File: src/shared/pcu_regs.svh
// Register offsets, field positions and reset values of the pin control unit
`ifndef PCU_REGS_SVH
`define PCU_REGS_SVH

// ****************************************************************
// Widths
// ****************************************************************
`define PCU_ADDR_W        16
`define PCU_NPINS         8
`define PCU_PADDR_W       8

// ****************************************************************
// Register byte offsets
// ****************************************************************
`define PCU_USB_CS_OFF    8'h00
`define PCU_PIN_SEL_OFF   8'h04
`define PCU_RDY_ROUTE_OFF 8'h08
`define PCU_GPIO_OUT_OFF  8'h0c
`define PCU_GPIO_OE_OFF   8'h10
`define PCU_GPIO_IN_OFF   8'h14
`define PCU_DMA_ADDR_OFF  8'h18
`define PCU_DMA_LEN_OFF   8'h1c
`define PCU_DMA_CTRL_OFF  8'h20

// ****************************************************************
// Field positions
// ****************************************************************
`define PCU_USB_ATTACH_EN 2
`define PCU_USB_DISC      3
`define PCU_DMA_GO        0
`define PCU_DMA_DIR       1
`define PCU_DMA_BUSY      8
`define PCU_PIN_RDY_A     2
`define PCU_PIN_RDY_B     3
`define PCU_PIN_WR        6
`define PCU_PIN_RD        7

// ****************************************************************
// Reset values and the constant one
// ****************************************************************
`define PCU_USB_CS_RST    8'h00
`define PCU_PIN_RST       8'h00
`define PCU_RDY_RST       2'h0
`define PCU_ADDR_RST      16'h0000
`define PCU_ONE           16'h0001

`endif

File: src/shared/pcu_pkg.sv
// Types shared by the pin control unit
package pcu_pkg;

  typedef logic [15:0] pcu_addr_t;

  typedef enum logic [1:0] {
    PCU_DMA_IDLE,
    PCU_DMA_SETUP,
    PCU_DMA_STROBE
  } pcu_dma_state_e;

endpackage

File: src/rtl/pcu_pin_cell.sv
// One multiplexed pin: general-purpose or alternate function, registered
module pcu_pin_cell (
  input  wire logic clock,     // Core clock
  input  wire logic resetn,    // Synchronous reset, active low
  input  wire logic alt_sel,   // 1 selects the alternate function
  input  wire logic alt_out,   // Alternate function output level
  input  wire logic gpio_out,  // General-purpose output level
  input  wire logic gpio_oe,   // General-purpose output enable
  output logic      pad_out,   // Level driven onto the pin
  output logic      pad_oe     // High while the pin is driven
);

  // Alternate outputs always drive; general-purpose only when enabled
  always_ff @(posedge clock) begin
    if (!resetn) begin
      pad_out <= 1'b0;
      pad_oe  <= 1'b0;
    end else if (alt_sel) begin
      pad_out <= alt_out;
      pad_oe  <= 1'b1;
    end else begin
      pad_out <= gpio_out;
      pad_oe  <= gpio_oe;
    end
  end

endmodule // pcu_pin_cell

File: src/rtl/pcu_pin_ctrl.sv
// Pin control unit: USB attach pin, external address bus, pin muxing
//
// The APB register port and the register offsets were decided locally.
`include "pcu_regs.svh"

// Overview of operation
// - Attach pin floats unless control bit two set
// - Attach pin drives inverse of control bit three
// - External address bus always driven, never floating
// - Internal RAM access address appears on bus while DMA idle
// - Strobed DMA places incrementing address per byte
// - Ready input four routable to none/either/both pins
// - Multiplexed pins reset to undriven general inputs
module pcu_pin_ctrl (
  input  wire logic                    clock,            // Core clock
  input  wire logic                    resetn,           // Sync reset, low
  input  wire logic [`PCU_PADDR_W-1:0] paddr,            // APB address
  input  wire logic                    psel,             // APB select
  input  wire logic                    penable,          // APB enable
  input  wire logic                    pwrite,           // APB write
  input  wire logic [31:0]             pwdata,           // APB write data
  output logic      [31:0]             prdata,           // APB read data
  output logic                         pready,           // APB ready
  output logic                         pslverr,          // APB error
  input  wire logic                    cpu_int_access,   // CPU RAM access
  input  wire logic [`PCU_ADDR_W-1:0]  cpu_int_addr,     // CPU RAM address
  input  wire logic [5:0]              alt_ctl_out,      // Alt outputs 0..5
  output logic      [`PCU_ADDR_W-1:0]  ext_addr,         // External address
  output logic                         usb_attach_out_n, // Attach pin level
  output logic                         usb_attach_oe,    // Attach pin drive
  input  wire logic [`PCU_NPINS-1:0]   pad_in,           // Mux pin inputs
  output logic      [`PCU_NPINS-1:0]   pad_out,          // Mux pin outputs
  output logic      [`PCU_NPINS-1:0]   pad_oe,           // Mux pin enables
  output logic                         ready_input_four, // Routed ready
  output logic                         dma_busy          // DMA in progress
);

  // ****************************************************************
  // Registers
  // ****************************************************************
  logic [7:0]                usb_control_status_reg;
  logic [`PCU_NPINS-1:0]     pin_sel;
  logic [1:0]                rdy_route;
  logic [`PCU_NPINS-1:0]     gpio_out;
  logic [`PCU_NPINS-1:0]     gpio_oe;
  pcu_pkg::pcu_addr_t        dma_start;
  pcu_pkg::pcu_addr_t        dma_len;
  logic                      dma_dir;
  logic [`PCU_NPINS-1:0]     pad_meta;
  logic [`PCU_NPINS-1:0]     pad_sync;
  pcu_pkg::pcu_dma_state_e   dma_state;
  pcu_pkg::pcu_addr_t        dma_cur;
  pcu_pkg::pcu_addr_t        dma_left;
  logic                      strobe_wr_n;
  logic                      strobe_rd_n;
  logic                      access;
  logic                      wr_en;
  logic                      dma_go;
  logic                      next_pslverr;
  logic [31:0]               next_prdata;
  logic [`PCU_NPINS-1:0]     alt_out;

  // ****************************************************************
  // APB slave
  // ****************************************************************
  // One wait state: ready rises in the second access cycle
  assign access = psel && penable && !pready;
  assign wr_en  = access && pwrite;
  assign dma_go = wr_en && (paddr == `PCU_DMA_CTRL_OFF)
                  && pwdata[`PCU_DMA_GO];

  always_comb begin
    next_prdata  = 32'h0000_0000;
    next_pslverr = 1'b0;
    unique case (paddr)
      `PCU_USB_CS_OFF:    next_prdata[7:0] = usb_control_status_reg;
      `PCU_PIN_SEL_OFF:   next_prdata[7:0] = pin_sel;
      `PCU_RDY_ROUTE_OFF: next_prdata[1:0] = rdy_route;
      `PCU_GPIO_OUT_OFF:  next_prdata[7:0] = gpio_out;
      `PCU_GPIO_OE_OFF:   next_prdata[7:0] = gpio_oe;
      `PCU_GPIO_IN_OFF:   next_prdata[7:0] = pad_sync;
      `PCU_DMA_ADDR_OFF:  next_prdata[15:0] = dma_cur;
      `PCU_DMA_LEN_OFF:   next_prdata[15:0] = dma_left;
      `PCU_DMA_CTRL_OFF: begin
        next_prdata[`PCU_DMA_DIR]  = dma_dir;
        next_prdata[`PCU_DMA_BUSY] = dma_busy;
      end
      default:            next_pslverr = 1'b1;
    endcase
  end

  always_ff @(posedge clock) begin
    if (!resetn) begin
      pready  <= 1'b0;
      pslverr <= 1'b0;
      prdata  <= 32'h0000_0000;
    end else begin
      pready  <= access;
      pslverr <= access && next_pslverr;
      prdata  <= (access && !pwrite) ? next_prdata : 32'h0000_0000;
    end
  end

  always_ff @(posedge clock) begin
    if (!resetn) begin
      usb_control_status_reg <= `PCU_USB_CS_RST;
      pin_sel   <= `PCU_PIN_RST;
      rdy_route <= `PCU_RDY_RST;
      gpio_out  <= `PCU_PIN_RST;
      gpio_oe   <= `PCU_PIN_RST;
      dma_start <= `PCU_ADDR_RST;
      dma_len   <= `PCU_ADDR_RST;
      dma_dir   <= 1'b0;
    end else if (wr_en) begin
      unique case (paddr)
        `PCU_USB_CS_OFF:    usb_control_status_reg <= pwdata[7:0];
        `PCU_PIN_SEL_OFF:   pin_sel   <= pwdata[7:0];
        `PCU_RDY_ROUTE_OFF: rdy_route <= pwdata[1:0];
        `PCU_GPIO_OUT_OFF:  gpio_out  <= pwdata[7:0];
        `PCU_GPIO_OE_OFF:   gpio_oe   <= pwdata[7:0];
        `PCU_DMA_ADDR_OFF:  dma_start <= pwdata[15:0];
        `PCU_DMA_LEN_OFF:   dma_len   <= pwdata[15:0];
        `PCU_DMA_CTRL_OFF:  dma_dir   <= pwdata[`PCU_DMA_DIR];
        default: begin
        end
      endcase
    end
  end

  // ****************************************************************
  // USB attach pin
  // ****************************************************************
  always_ff @(posedge clock) begin
    if (!resetn) begin
      usb_attach_oe    <= 1'b0;
      usb_attach_out_n <= 1'b1;
    end else begin
      usb_attach_oe    <= usb_control_status_reg[`PCU_USB_ATTACH_EN];
      usb_attach_out_n <= ~usb_control_status_reg[`PCU_USB_DISC];
    end
  end

  // ****************************************************************
  // Strobed DMA engine
  // ****************************************************************
  // A start with zero length is ignored rather than wrapping the count
  always_ff @(posedge clock) begin
    if (!resetn) begin
      dma_state   <= pcu_pkg::PCU_DMA_IDLE;
      dma_cur     <= `PCU_ADDR_RST;
      dma_left    <= `PCU_ADDR_RST;
      strobe_wr_n <= 1'b1;
      strobe_rd_n <= 1'b1;
    end else begin
      unique case (dma_state)
        pcu_pkg::PCU_DMA_IDLE: begin
          if (dma_go && dma_len != `PCU_ADDR_RST) begin
            dma_cur   <= dma_start;
            dma_left  <= dma_len;
            dma_state <= pcu_pkg::PCU_DMA_SETUP;
          end
        end
        pcu_pkg::PCU_DMA_SETUP: begin
          strobe_wr_n <= ~dma_dir;
          strobe_rd_n <= dma_dir;
          dma_state   <= pcu_pkg::PCU_DMA_STROBE;
        end
        pcu_pkg::PCU_DMA_STROBE: begin
          strobe_wr_n <= 1'b1;
          strobe_rd_n <= 1'b1;
          dma_cur  <= 16'(dma_cur + `PCU_ONE);
          dma_left <= 16'(dma_left - `PCU_ONE);
          dma_state <= (dma_left == `PCU_ONE) ? pcu_pkg::PCU_DMA_IDLE
                                              : pcu_pkg::PCU_DMA_SETUP;
        end
      endcase
    end
  end

  always_ff @(posedge clock) begin
    if (!resetn) begin
      dma_busy <= 1'b0;
    end else begin
      dma_busy <= (dma_state != pcu_pkg::PCU_DMA_IDLE);
    end
  end

  // ****************************************************************
  // External address bus
  // ****************************************************************
  // No enable exists: the bus is a plain output so it can never float
  // always driven
  always_ff @(posedge clock) begin
    if (!resetn) begin
      ext_addr <= `PCU_ADDR_RST;
    end else if (dma_state != pcu_pkg::PCU_DMA_IDLE) begin
      ext_addr <= dma_cur;
    end else if (cpu_int_access) begin
      ext_addr <= cpu_int_addr;
    end
  end

  // ****************************************************************
  // Multiplexed pins
  // ****************************************************************
  assign alt_out = {strobe_rd_n, strobe_wr_n, alt_ctl_out};

  generate
    for (genvar i = 0; i < `PCU_NPINS; i++) begin : g_pin
      pcu_pin_cell u_cell (
        .clock    (clock),
        .resetn   (resetn),
        .alt_sel  (pin_sel[i]),
        .alt_out  (alt_out[i]),
        .gpio_out (gpio_out[i]),
        .gpio_oe  (gpio_oe[i]),
        .pad_out  (pad_out[i]),
        .pad_oe   (pad_oe[i])
      );
    end
  endgenerate

  // Pins are asynchronous to the core clock
  always_ff @(posedge clock) begin
    if (!resetn) begin
      pad_meta <= `PCU_PIN_RST;
      pad_sync <= `PCU_PIN_RST;
    end else begin
      pad_meta <= pad_in;
      pad_sync <= pad_meta;
    end
  end

  always_ff @(posedge clock) begin
    if (!resetn) begin
      ready_input_four <= 1'b0;
    end else begin
      ready_input_four <= (rdy_route[0] && pad_sync[`PCU_PIN_RDY_A])
                       || (rdy_route[1] && pad_sync[`PCU_PIN_RDY_B]);
    end
  end
endmodule // pcu_pin_ctrl

File: config.mk
export PLATFORM = sky130hd
export DESIGN_NAME = pcu_pin_ctrl
export DESIGN_NICKNAME = d
export VERILOG_FILES = /design/src/shared/pcu_pkg.sv /design/src/rtl/pcu_pin_cell.sv /design/src/rtl/pcu_pin_ctrl.sv
export VERILOG_INCLUDE_DIRS = /design/src /design/src/shared
export SDC_FILE = /design/constraint.sdc
export NUM_CORES = 1
export LEC_CHECK = 0
export ABC_AREA = 1
export BUFFER_PORTS_ARGS = -buffer_cell sky130_fd_sc_hd__buf_2
export CAP_MARGIN = 20
export CORE_ASPECT_RATIO = 1.25
export CORE_MARGIN = 1
export CORE_UTILIZATION = 61
export DETAILED_ROUTE_END_ITERATION = 12
export PLACE_DENSITY = 0.84
export SLEW_MARGIN = 20
export SYNTH_ARGS = -nofsm -noshare
export SYNTH_HDL_FRONTEND = slang
export SYNTH_SLANG_ARGS = --single-unit
File: constraint.sdc
create_clock -name clock -period 4.1 [get_ports clock]
set_input_delay 0.205 -clock clock [delete_from_list [all_inputs] [get_ports clock]]
set_output_delay 0.205 -clock clock [all_outputs]
set_load 0.05 [all_outputs]
==> metrics.csv <==
metric,value,unit
status,"finished, violations left",
violations,negative hold slack,
cp-end-kind,flop,
clock-sinks,173,
track_usage,33.1,%
die_x,106,um
crit_type,flop to flop,
io_buffers,113,
dp_cells,1461,
grt_pass1_vias,7736,
setup_slack,1.84,ns
hold-path-cell-count,3,
synthesis.instances,1237,
area_growth,13.4,%
die-height,132,um
drt_iter0_markers,609,
firstDrtPassIters,5,
reg2reg_from,dma_state[0]$_SDFFE_PN0P_,
synth_async_sr_flop_share,0,%
start_kind,flop,
cts.path.max_buffers,2,
relSlewSlack,29.9,%
rsz0062_at_grt,false,
ys.flop_type,dfxtp_1,
slew_violations,0,
setup_tns,0,ns
routed_via_density,5.44,
hpwl,15600,um
antenna_found_initial,0,
period_minus_slack,2.26,ns
crit_fanout,31,
cts_made_buffers,17,
r2r_cells,7,
pin_count,146,
clk_latency,0.43,ns
htreeDepth,4,
place.gp.congestion,0.953,
required,4.42,ns
wire_per_inst,15.0,um
holdPathEnd,g_pin[1].u_cell.pad_out$_SDFF_PN0_,
syn_area_per_cell,6.67,sq um
p_leak,4.66,nW
syn_area,8250,sq um
r2r_end,dma_cur[1]$_SDFFE_PN0P_,
postRouteAntennaNets,0,
num_vias,8164,
maxCapViolCount,0,
wirelength,22600,um
synth_edf_count,0,
hold_path.class,input pin to flop,
drive_gt1_share,13.9,%
hold_buffers,8,
ys_seq_area_share,42.0,%
finalNetCount,1400,
coreArea,13200,sq um
arrival,2.58,ns
root_buffer,clkbuf_16,
drc,0,
hp-start,alt_ctl_out[1],
cts_resized,0,
clk_pin_slew_worst_paths,0.07,ns
yosys_warnings,0,
setup_viol,0,
diodes,0,
grt_pass1_wl,36500,um
post_cts_buffers,0,
cts_tree,done,
period_share,55.1,%
grt_max_degree,115,
power_density,539,nW/um^2
rrSetupSlack,1.84,ns
dieArea,14000,sq um
dp_slack,1.58,ns
finalClockSkew,0.0113,ns
worst_pin_slew,1.05,ns
hold_slack,-0.00101,ns
hold_viol,1,
fin_util,70.7,%
ys_types,35,
instances_no_fill,1501,
grt-ovfl-total,0,
rows,47,
max_freq,443,MHz
total_power,5.04,mW
ys_ff_latch,173,
peakVddDrop,0.000385,V
initial_core_util,62.4,%
report_power, final:
part           total, mW  switching [mW]  internal [mW]
sequential          1.93           0.123           1.80
combinational       1.44            1.01          0.428
clock               1.68           0.710          0.965
critical path: stages, from the launching register on:
cell and delay, ns:
dfxtp_1 0.34, inv_1 0.09, ha_1 0.65, clkinv_1 0.20
nand2_1 0.16, nand2_2 0.40, nor2_1 0.24, nor2_1 0.07
per-stage QoR:
step                      cell area (sq um)  hold WS, ns
after CTS                              9360      0.00118
after floorplan                        8310        0.303
after global routing                   9360       0.0125
after global placement                 8660        0.385
final                                  9360     -0.00101
after detailed placement               8660        0.388
synthesized netlist by cell type (all sizes together), types with 7 or more instances:
| cell type | n | area (sq um) |
|---|---|---|
| a21oi | 58 | 290 |
| buf | 54 | 373 |
| clkbuf | 27 | 101 |
| dfxtp | 173 | 3460 |
| ha | 7 | 87.6 |
| inv | 151 | 569 |
| nand2 | 261 | 1020 |
| nand3 | 101 | 516 |
| nor2 | 241 | 940 |
| o21ai | 127 | 639 |
| o221ai | 10 | 87.6 |
final cells by class:
type	count	area, sq um
fillers	1154	3870
multi-input cells	845	3800
flip-flops and latches	173	3460
repair buffers	127	693
inverters	153	578
clock buffers	20	467
well taps	171	214
clock inverters	12	149
how the worst max path moves through the flow:
stage	from	endpoint	slack [ns]	cells after the start
floorplan	pready$_SDFF_PN0_	gpio_oe[5]$_SDFFE_PN0P_	2.41	9
global placement	dma_state[0]$_SDFFE_PN0P_	dma_left[2]$_SDFFE_PN0P_	1.61	6
detailed placement	dma_state[0]$_SDFFE_PN0P_	dma_cur[5]$_SDFFE_PN0P_	1.58	6
CTS	dma_state[0]$_SDFFE_PN0P_	dma_left[12]$_SDFFE_PN0P_	1.55	6
global route	dma_state[0]$_SDFFE_PN0P_	dma_left[9]$_SDFFE_PN0P_	1.60	7
finish	dma_state[0]$_SDFFE_PN0P_	dma_cur[1]$_SDFFE_PN0P_	1.84	7
per-layer routing:
layer / up-vias / part of all wire [%] / GRT usage, %
li1: 4010 / - / -
met1: 3690 / 37 / 37.1
met2: 361 / 48 / 55.4
met3: 103 / 7.2 / 5.59
met4: 0 / 7.8 / 26.0
met5: - / 0 / 0
cell usage in the layout (no fill, tap or decap), types with 3 or more instances in the layout:
cell / instances
a21oi_1: 58
buf_2: 112
buf_4: 7
clkbuf_16: 17
clkbuf_8: 3
clkinv_4: 3
conb_1: 16
dfxtp_1: 173
dlygate4sd3_1: 8
ha_1: 7
inv_1: 143
inv_2: 7
inv_6: 4
nand2_1: 251
nand2_2: 7
nand2_4: 3
nand3_1: 99
nand4_1: 6
nor2_1: 231
nor2_2: 8
nor3_1: 6
o21ai_0: 126
o221ai_1: 10
cell families after synthesis:
kind of cell,count (synthesis),share of synthesized area [%]
other cells,1,0.0454
simple gates,617,30.9
flops,173,42.0
xor+xnor,3,0.318
compound gates,202,12.9
fa+ha+maj,7,1.06
buf+inv,234,12.8
(Power assumes the default switching activity.)
